===== config.mk =====
export PLATFORM = sky130hd
export DESIGN_NAME = dadc_ctrl
export DESIGN_NICKNAME = d
export VERILOG_FILES = /design/src/rtl/dadc_ctrl.v
export VERILOG_INCLUDE_DIRS = /design/src /design/src/inc
export SDC_FILE = /design/constraint.sdc
export NUM_CORES = 1
export LEC_CHECK = 0
export ABC_AREA = 1
export BUFFER_PORTS_ARGS = -buffer_cell sky130_fd_sc_hd__buf_2
export CORE_MARGIN = 4
export CORE_UTILIZATION = 30
export DETAILED_ROUTE_END_ITERATION = 6
export PLACE_DENSITY_LB_ADDON = 0.12
export SYNTH_ARGS = -nofsm -noshare
export SYNTH_HDL_FRONTEND = slang
export SYNTH_SLANG_ARGS = --single-unit
export TNS_END_PERCENT = 100

===== constraint.sdc =====
create_clock -name sys_clk -period 1.95 [get_ports sys_clk]
set_input_delay 0.195 -clock sys_clk [delete_from_list [all_inputs] [get_ports sys_clk]]
set_output_delay 0.195 -clock sys_clk [all_outputs]
set_load 0.01 [all_outputs]

===== src/inc/dadc_consts.vh =====
// Constants for the dual converter mode and output control block
`ifndef DADC_CONSTS_VH
`define DADC_CONSTS_VH
// Register offsets (4-bit address)
`define DADC_ADDR_W         4
`define DADC_OFF_STATUS     4'h0
`define DADC_OFF_DES_EN     4'hd
`define DADC_DES_RESET      16'h0000
// dual_edge_enable fields
`define DADC_DES_BIT_EN     15
`define DADC_DES_BIT_APC    14
`define DADC_DES_BIT_SRC    0
// Synchronised pin vector positions
`define DADC_PIN_N          8
`define DADC_PIN_PDALL      0
`define DADC_PIN_PDQ        1
`define DADC_PIN_CAL        2
`define DADC_PIN_CDLY       3
`define DADC_PIN_FLOAT      4
`define DADC_PIN_EXT        5
`define DADC_PIN_EDGE       6
`define DADC_PIN_DDR        7
// Calibration request filter, in input clock cycles
`define DADC_CAL_FILT       7'd80
// Calibration timing defaults, in input clock cycles
`define DADC_DLY_SHORT      24'd4096
`define DADC_DLY_LONG       24'd65536
`define DADC_CAL_LEN        24'd8192
// Offset binary conversion mask
`define DADC_OB_FLIP        8'h80
// Status register layout
`define DADC_ST_W           16
`endif


===== src/rtl/dadc_ctrl.v =====
// Dual 8-bit converter mode, power-down, calibration and output demux control
`timescale 1ns/1ps
`include "dadc_consts.vh"
`default_nettype none

module dadc_ctrl
#(
	parameter [23:0] DLY_SHORT = `DADC_DLY_SHORT,
	parameter [23:0] DLY_LONG  = `DADC_DLY_LONG,
	parameter [23:0] CAL_LEN   = `DADC_CAL_LEN
)
(
	// Clock and reset
	input  wire                    sys_clk,
	input  wire                    rstn,
	// Register port
	input  wire [`DADC_ADDR_W-1:0] reg_addr,
	input  wire [15:0]             reg_wdata,
	input  wire                    reg_wr,
	input  wire                    reg_rd,
	output reg  [15:0]             reg_rdata,
	// Control pins
	input  wire                    power_down_all,
	input  wire                    power_down_second_channel,
	input  wire                    cal_request,
	input  wire                    cal_delay_select,
	input  wire                    mode_pin_float,
	input  wire                    extended_ctrl_mode,
	input  wire                    output_edge_select,
	input  wire                    ddr_select,
	// Converter core samples, two's complement
	input  wire [7:0]              conv_i_rise,
	input  wire [7:0]              conv_i_fall,
	input  wire [7:0]              conv_q_rise,
	input  wire [7:0]              conv_q_fall,
	// Output buses
	output reg  [7:0]              bus_i_even,
	output reg  [7:0]              bus_i_odd,
	output reg  [7:0]              bus_q_even,
	output reg  [7:0]              bus_q_odd,
	output reg                     bus_i_oe,
	output reg                     bus_q_oe,
	output reg                     output_data_clock,
	// Status
	output reg                     cal_in_progress
);

	localparam [1:0] ST_DELAY = 2'h0;
	localparam [1:0] ST_RUN   = 2'h1;
	localparam [1:0] ST_CAL   = 2'h2;
	localparam [1:0] ST_DOWN  = 2'h3;

	localparam [1:0] CF_LOW  = 2'h0;
	localparam [1:0] CF_HIGH = 2'h1;
	localparam [1:0] CF_WAIT = 2'h2;

	reg  [`DADC_PIN_N-1:0] pin_meta_reg;
	reg  [`DADC_PIN_N-1:0] pin_sync_reg;
	wire [`DADC_PIN_N-1:0] pin_raw;

	reg  [15:0] des_reg;
	reg  [1:0]  state_reg;
	reg  [1:0]  state_next;
	reg  [23:0] cnt_reg;
	reg  [1:0]  cf_stage_reg;
	reg  [6:0]  cf_cnt_reg;
	reg         cal_fire;
	reg         cal_skip_reg;
	reg         pin_armed_reg;
	reg         ph_reg;
	reg  [7:0]  hold0_reg;
	reg  [7:0]  hold1_reg;
	reg  [15:0] rdata_next;

	wire pd_all   = pin_sync_reg[`DADC_PIN_PDALL];
	wire pd_q     = pin_sync_reg[`DADC_PIN_PDQ];
	wire cal_s    = pin_sync_reg[`DADC_PIN_CAL];
	wire cdly_s   = pin_sync_reg[`DADC_PIN_CDLY];
	wire float_s  = pin_sync_reg[`DADC_PIN_FLOAT];
	wire ext_s    = pin_sync_reg[`DADC_PIN_EXT];
	wire edge_s   = pin_sync_reg[`DADC_PIN_EDGE];
	wire ddr_s    = pin_sync_reg[`DADC_PIN_DDR];

	assign pin_raw = {ddr_select, output_edge_select, extended_ctrl_mode, mode_pin_float,
		cal_delay_select, cal_request, power_down_second_channel, power_down_all};

	// Two-stage synchroniser; full power-down reads high until the pin is seen
	genvar g;
	generate
		for (g = 0; g < `DADC_PIN_N; g = g + 1)
		begin : g_sync
			always @(posedge sys_clk or negedge rstn)
			begin
				if (!rstn)
				begin
					pin_meta_reg[g] <= (g == `DADC_PIN_PDALL);
					pin_sync_reg[g] <= (g == `DADC_PIN_PDALL);
				end
				else
				begin
					pin_meta_reg[g] <= pin_raw[g];
					pin_sync_reg[g] <= pin_meta_reg[g];
				end
			end
		end
	endgenerate

	// Dual-edge selection: register under serial control, floating pin otherwise
	wire des_pin   = float_s && pin_armed_reg;
	wire des_on    = ext_s ? des_reg[`DADC_DES_BIT_EN] : des_pin;
	wire des_src_q = ext_s & des_reg[`DADC_DES_BIT_SRC];
	wire short_dly = ext_s | des_pin | ~cdly_s;
	wire [23:0] dly_target = short_dly ? DLY_SHORT : DLY_LONG;

	// Converter inputs; in dual-edge mode the unused pair is ignored
	wire [7:0] src_rise = des_src_q ? conv_q_rise : conv_i_rise;
	wire [7:0] src_fall = des_src_q ? conv_q_fall : conv_i_fall;
	wire [7:0] conv0 = (des_on ? src_rise : conv_i_rise) ^ `DADC_OB_FLIP;
	wire [7:0] conv1 = (des_on ? src_fall : conv_q_rise) ^ `DADC_OB_FLIP;

	// Power and calibration sequencing
	always @*
	begin
		state_next = state_reg;
		case (state_reg)
			ST_DELAY:
				if (!pd_all && cnt_reg >= dly_target)
					state_next = cal_skip_reg ? ST_RUN : ST_CAL;
			ST_RUN:
				if (pd_all)
					state_next = ST_DOWN;
				else if (cal_fire)
					state_next = ST_CAL;
			ST_CAL:
				if (cnt_reg >= CAL_LEN)
					state_next = pd_all ? ST_DOWN : ST_RUN;
			ST_DOWN:
				if (!pd_all)
					state_next = ST_RUN;
			default:
				state_next = ST_DELAY;
		endcase
	end

	// Reset lands in the power-up delay, analog held down until clocks arrive
	always @(posedge sys_clk or negedge rstn)
	begin
		if (!rstn)
		begin
			state_reg       <= ST_DELAY;
			cnt_reg         <= 24'h000000;
			cal_skip_reg    <= 1'b0;
			pin_armed_reg   <= 1'b0;
			cal_in_progress <= 1'b0;
		end
		else
		begin
			state_reg       <= state_next;
			cal_in_progress <= (state_next == ST_CAL);
			if (state_next != state_reg)
				cnt_reg <= 24'h000000;
			else if (!(state_reg == ST_DELAY && pd_all))
				cnt_reg <= cnt_reg + 24'h000001;
			if (state_reg == ST_DELAY)
				cal_skip_reg <= cal_s;
			if (!float_s && !cdly_s)
				pin_armed_reg <= 1'b1;
		end
	end

	// Calibration request filter: low 80, high 80, then start after 80 more
	always @*
	begin
		cal_fire = (cf_stage_reg == CF_WAIT) && (cf_cnt_reg >= `DADC_CAL_FILT - 7'd1);
	end

	always @(posedge sys_clk or negedge rstn)
	begin
		if (!rstn)
		begin
			cf_stage_reg <= CF_LOW;
			cf_cnt_reg   <= 7'h00;
		end
		else if (state_reg == ST_DOWN || state_reg == ST_CAL || state_reg == ST_DELAY)
		begin
			cf_stage_reg <= CF_LOW;
			cf_cnt_reg   <= 7'h00;
		end
		else
		begin
			case (cf_stage_reg)
				CF_LOW:
					if (cal_s)
					begin
						if (cf_cnt_reg >= `DADC_CAL_FILT)
							cf_stage_reg <= CF_HIGH;
						cf_cnt_reg <= 7'h00;
					end
					else if (cf_cnt_reg < `DADC_CAL_FILT)
						cf_cnt_reg <= cf_cnt_reg + 7'd1;
				CF_HIGH:
					if (!cal_s)
					begin
						cf_stage_reg <= CF_LOW;
						cf_cnt_reg   <= 7'h00;
					end
					else if (cf_cnt_reg >= `DADC_CAL_FILT - 7'd1)
					begin
						cf_stage_reg <= CF_WAIT;
						cf_cnt_reg   <= 7'h00;
					end
					else
						cf_cnt_reg <= cf_cnt_reg + 7'd1;
				CF_WAIT:
					if (cal_fire)
					begin
						cf_stage_reg <= CF_LOW;
						cf_cnt_reg   <= 7'h00;
					end
					else
						cf_cnt_reg <= cf_cnt_reg + 7'd1;
				default:
				begin
					cf_stage_reg <= CF_LOW;
					cf_cnt_reg   <= 7'h00;
				end
			endcase
		end
	end

	wire outs_on = (state_next != ST_DOWN) && !(state_next == ST_DELAY && pd_all);
	// Demux: even samples held, pair released on odd cycle
	always @(posedge sys_clk or negedge rstn)
	begin
		if (!rstn)
		begin
			ph_reg            <= 1'b0;
			hold0_reg         <= 8'h00;
			hold1_reg         <= 8'h00;
			bus_i_even        <= 8'h00;
			bus_i_odd         <= 8'h00;
			bus_q_even        <= 8'h00;
			bus_q_odd         <= 8'h00;
			bus_i_oe          <= 1'b0;
			bus_q_oe          <= 1'b0;
			output_data_clock <= 1'b0;
		end
		else
		begin
			bus_i_oe <= outs_on;
			bus_q_oe <= outs_on && !pd_q;
			if (state_reg != ST_DOWN)
			begin
				ph_reg <= ~ph_reg;
				if (!ph_reg)
				begin
					hold0_reg <= conv0;
					hold1_reg <= conv1;
				end
				else
				begin
					bus_i_even <= hold0_reg;
					bus_q_even <= hold1_reg;
					bus_i_odd  <= conv0;
					bus_q_odd  <= conv1;
				end
				if (ddr_s)
				begin
					if (ph_reg)
						output_data_clock <= ~output_data_clock;
				end
				else
					output_data_clock <= ph_reg ? edge_s : ~edge_s;
			end
		end
	end

	// Register port
	always @*
	begin
		rdata_next = 16'h0000;
		case (reg_addr)
			`DADC_OFF_DES_EN:
				rdata_next = des_reg;
			`DADC_OFF_STATUS:
				rdata_next = {8'h00, ext_s, des_src_q, des_on, pd_q, state_reg, short_dly,
					cal_in_progress};
			default:
				rdata_next = 16'h0000;
		endcase
	end

	always @(posedge sys_clk or negedge rstn)
	begin
		if (!rstn)
		begin
			des_reg   <= `DADC_DES_RESET;
			reg_rdata <= 16'h0000;
		end
		else
		begin
			if (reg_wr && reg_addr == `DADC_OFF_DES_EN)
				des_reg <= reg_wdata;
			reg_rdata <= reg_rd ? rdata_next : 16'h0000;
		end
	end

endmodule

`default_nettype wire


# Word level (Yosys, flattened, before mapping)
# Cells that the tools add are included.
# totals
regBits	138
output_inout_bits	52
word_cells	127
# op_classes
add_sub_neg	2
n_lt_le_gt_ge	5
eq_ne	17
n_mux	35
bitwise_logic	9
n_reduce_logical	24
# ops
op	n
24-bit two-way mux	2
7-bit two-way mux	6
8-bit two-way mux	4
16-bit case mux with 2 select lines	1
2-bit two-way mux	13
24-bit by 1-bit adder with 24-bit output, second input constant	1
24-bit by 14-bit >= comparator with 1-bit output, second input constant	1
24-bit by 17-bit >= comparator with 1-bit output	1
7-bit case mux with 3 select lines	1
17-bit two-way mux	1
16-bit two-way mux	1
7-bit >= comparator, second input constant	2
1-bit logical AND	9
2-bit equality test, second input constant	4
4-bit != test, second input constant	2
2-bit case mux with 4 select lines	1
7-bit by 1-bit adder with 7-bit output, second input constant	1
7-bit < comparator, second input constant	1
2-bit logical NOT	3
2-bit != test, second input constant	3
3-bit != test, second input constant	2
1-bit NOT	6
2-bit case mux with 3 select lines	1
2-bit AND reduction	3
12 further kinds	22

# Depth between registers and ports, before layout
# logic_depth
word_depth	13
ltp_mapped	17
ltp_nobuf	16

# Least setup slack after synthesis
# Ideal clock, no wire load.
# synth_timing
path_kind	register to register
from	register pin_sync_reg[5], in the netlist ext_s
to	register cnt_reg[10]
setup_ps	122
arrival_ps	1903
required_ps	1828
setup_slack_ps	-75
path_stages_with_launch	18
synth_period_minus_slack_ps	2025
path_cell_list	dfrtp_1 -> a21oi_1 -> nand2_1 -> ha_1 -> inv_1 -> nor2_1 -> nand2_1 -> nor2_1 -> nand3_1 -> nand2_1 -> nand3_1 -> nand2_1 -> nand2_2 -> nand2_1 -> nand2_1 -> nand2_4 -> buf_6 -> nor2_2
# synth_between
elab_chain_len	9
word_cells_on_any_way	10
cone_classes	order compare: 1; eq/ne: 2; mux: 4; bitwise: 2; reduce/logical: 1
# synth_lines
item	line_no	source
from (decl)	dadc_ctrl.v:58	reg [`DADC_PIN_N-1:0] pin_sync_reg;
from (signal, indexed assignment)	dadc_ctrl.v:97	pin_sync_reg[g] <= (g == `DADC_PIN_PDALL);
from (signal, indexed assignment)	dadc_ctrl.v:102	pin_sync_reg[g] <= pin_meta_reg[g];
1-bit OR * (2 in series)	dadc_ctrl.v:112	wire short_dly = ext_s | des_pin | ~cdly_s;
17-bit two-way mux *	dadc_ctrl.v:113	wire [23:0] dly_target = short_dly ? DLY_SHORT : DLY_LONG;
24-bit by 17-bit >= comparator with 1-bit output *	dadc_ctrl.v:127	if (!pd_all && cnt_reg >= dly_target)
1-bit logical AND *	dadc_ctrl.v:127	
2-bit two-way mux *	dadc_ctrl.v:127	
2-bit case mux with 4 select lines *	dadc_ctrl.v:125	case (state_reg)
2-bit != test *	dadc_ctrl.v:160	if (state_next != state_reg)
2-bit != test (no source line) or 24-bit two-way mux (tied branches)	n/a	
to (signal assigned)	dadc_ctrl.v:163	cnt_reg <= cnt_reg + 24'h000001;
to (decl)	dadc_ctrl.v:64	reg [23:0] cnt_reg;
# Every way passes the cells marked *; elsewhere a longest branch is shown, timed or not.
# A chain may end at the register's enable or synchronous reset.

# Final worst setup path
# layout_timing
from	register pin_sync_reg[4], in the netlist float_s
to	register cnt_reg[5]
# layout_between
elab_chain_len	10
word_cells_on_any_way	11
cone_classes	order compare: 1; eq/ne: 2; mux: 4; bitwise: 2; reduce/logical: 2
# layout_lines
item	line_no	source
1-bit logical AND *	dadc_ctrl.v:109	wire des_pin = float_s && pin_armed_reg;
1-bit OR * (2 in series)	dadc_ctrl.v:112	
17-bit two-way mux *	dadc_ctrl.v:113	
24-bit by 17-bit >= comparator with 1-bit output *	dadc_ctrl.v:127	
1-bit logical AND *	dadc_ctrl.v:127	
2-bit two-way mux *	dadc_ctrl.v:127	
2-bit case mux with 4 select lines *	dadc_ctrl.v:125	
2-bit != test *	dadc_ctrl.v:160	
2-bit != test (no source line) or 24-bit two-way mux (tied branches)	n/a	
# Marked as above.

==> impl_metrics.tcl <==
set metrics [dict create \
    hold_depth 3 \
    synth_warnings 0 \
    gp_congestion 0.8100 \
    antenna_found_initial 0 \
    area_growth_pct 31.18 \
    hp-class "in -> reg" \
    wl_um 14730 \
    cts_sinks 138 \
    routed-via-count 4728 \
    syn_area_mm2 0.006088 \
    tritoncts "built" \
    drtAntennaViolNets 0 \
    fp-row-count 51 \
    endpoint_kind "register" \
    ir_drop_mv 0.5744 \
    drive_above_1_share_pct 31.62 \
    largest_reg_flops 24 \
    reg2reg_depth 16 \
    synth_edf_count 0 \
    hold_viol 0 \
    clk_latency_ps 420 \
    first_global_vias 4784 \
    track_usage_pct 13.44 \
    die_h_um 150.5 \
    viasPerCell 4.452 \
    clk_pin_slew_ps 70 \
    period_needed_ps 2144 \
    grt_max_degree 52 \
    drc 0 \
    drt_first_pass_iters 4 \
    dieArea_mm2 0.02264 \
    violations "setup timing" \
    grt_first_pass_wirelength_um 24030 \
    tightest_slew_ps 546.2 \
    ys.flop_type "dfrtp_1" \
    critical_path_class "reg -> reg" \
    fin_nets 854 \
    antenna_cells 0 \
    powerDensity_mw_per_mm2 1304 \
    critPathRequiredTime_ps 2250 \
    cts_root_buf "clkbuf_16" \
    hpwl_um 10570 \
    cp_max_fo 6 \
    relSlewSlack_pct 63.59 \
    ys_seq_area_share_pct 56.76 \
    async_flop_share_pct 100.0 \
    syn_inst 629 \
    cp.arrival_ps 2440 \
    finalSetupViolations 27 \
    final_cell_mix "136 x dfrtp_1, 114 x buf_2, 95 x nand2_1, 67 x nor2_1, 62 x o21ai_0" \
    fmax_ghz 0.4665 \
    clock_path_buffers 2 \
    status "complete, but fails checks" \
    layout_commonest_cell "dfrtp_1" \
    wl_per_cell_um 13.87 \
    port-buffer-count 115 \
    initial_core_util_pct 30.88 \
    grt_remaining_overflow 0 \
    cts_buffers 17 \
    ys_ff_latch 138 \
    layout_setup_ws_ps -193.8 \
    utilization_pct 40.50 \
    fin_worst_skew_ps 16.16 \
    drt_iter0_drc 181 \
    crit_path_start_kind "register" \
    synth_nets 699 \
    pin_count 116 \
    timing.final.crit_share_pct 109.9 \
    coreArea_mm2 0.01972 \
    syn_avg_cell_area_um2 9.679 \
    die_w_um 150.5 \
    rsz0062_at_grt "yes" \
    htreeDepth 4 \
    drv_cap 0 \
    p_leak_uw 0.003926 \
    slew_viol_final 0 \
    p_total_uw 10410 \
    yosysUniqueCellTypes 38 \
]
==> Yosys cell counts (6+ instances only) <==
cell type | count | area (um2)
a21oi_1 | 24 | 120.1
clkbuf_1 | 13 | 48.80
dfrtp_1 | 136 | 3403
ha_1 | 6 | 75.07
inv_1 | 51 | 191.4
mux2_2 | 24 | 270.3
mux2i_1 | 7 | 70.07
nand2_1 | 100 | 375.4
nand2_2 | 6 | 37.54
nand3_1 | 36 | 180.2
nand4_1 | 6 | 37.54
nor2_1 | 69 | 259.0
nor2_2 | 22 | 137.6
nor3_1 | 8 | 40.04
o21ai_0 | 63 | 315.3
xor2_1 | 22 | 192.7
==> metal layers <==
layer  vias up  track usage (%)  part of all wire [%]
met5         -                0                     0
met4         0            3.980                  0.90
met3         9            3.672                   4.6
met2        90            21.24                    48
met1      2265            18.10                    47
li1       2364                -                     -
==> through the flow <==
stage	worst slack (ps)	TNS (ps)	instance area (um2)	cells	hold WS [ps]
floorplan	-30.96	-562.6	6102	629	-100.6
CTS	-185.8	-4018	7936	1060	5.967
finish	-193.8	-4496	7986	1062	22.44
detailed placement	-190.1	-3970	7143	1012	176.9
global route	-356.8	-9243	7986	1062	10.40
global placement	-146.4	-3200	7143	1012	167.9
==> timing repair <==
| item | 4_1_cts | 5_1_grt |
|---|---|---|
| buffers inserted | 1 | 1 |
| hold endpoints to repair | 57 | 0 |
| setup endpoints to repair | 26 | 47 |
| gates cloned | 0 | 1 |
| hold buffers | 15 | 0 |
| pin swaps | 1 | 6 |
| resized for setup | 3 | 9 |
==> cells by family after synthesis <==
family | after synthesis | synth area share, %
xor gates and xnor gates | 24 | 3.453
AOI/OAI and AO/OA | 94 | 8.077
muxes | 31 | 5.590
DFF | 138 | 56.76
buffers and inverters | 74 | 4.850
and+or+nand+nor | 262 | 20.04
adders and majority gates | 6 | 1.233
==> critical path, stage by stage (launching register included) <==
cell and delay, ps:
dfrtp_1 390, a21oi_2 150, nand2_1 90, buf_4 140, ha_1 270, nand3_1 70, nor2_1 100, nand3_1 90
nand2_2 80, nand3_1 60, nand2_1 90, nand2_2 60, nand2_2 60, nand2_2 60, nand2_4 110, clkbuf_16 170
nor2_2 30
==> power by group <==
group / leakage (uW) / internal (uW) / switching [uW]
combinational: 0.00189 / 1320 / 1670
sequential: 0.00173 / 3590 / 416
clock: 0.000301 / 2080 / 1330
==> final timing paths <==
| check | from | end | slack, ps |
|---|---|---|---|
| setup reg to reg | float_s | cnt_reg[5] | -190 |
| min in group asynchronous | rstn | pin_meta_reg[2] | 290 |
| hold reg to reg | pin_meta_reg[2] | cal_s | 350 |
| setup / recovery | float_s | cnt_reg[5] | -190 |
| max in group asynchronous | rstn | cnt_reg[23] | 1020 |
| hold / removal | reg_wdata[10] | des_reg[10] | 20 |
==> area by class of cell <==
type	count	area, um2
Clock inverter	14	185.2
Timing Repair Buffer	154	996.0
Tap cell	265	331.6
Multi-Input combinational cell	417	2369
Sequential cell	138	3456
Clock buffer	18	439.2
Fill cell	1992	11730
Inverter	56	210.2
No activity file was read; power rests on OpenSTA's default activity.
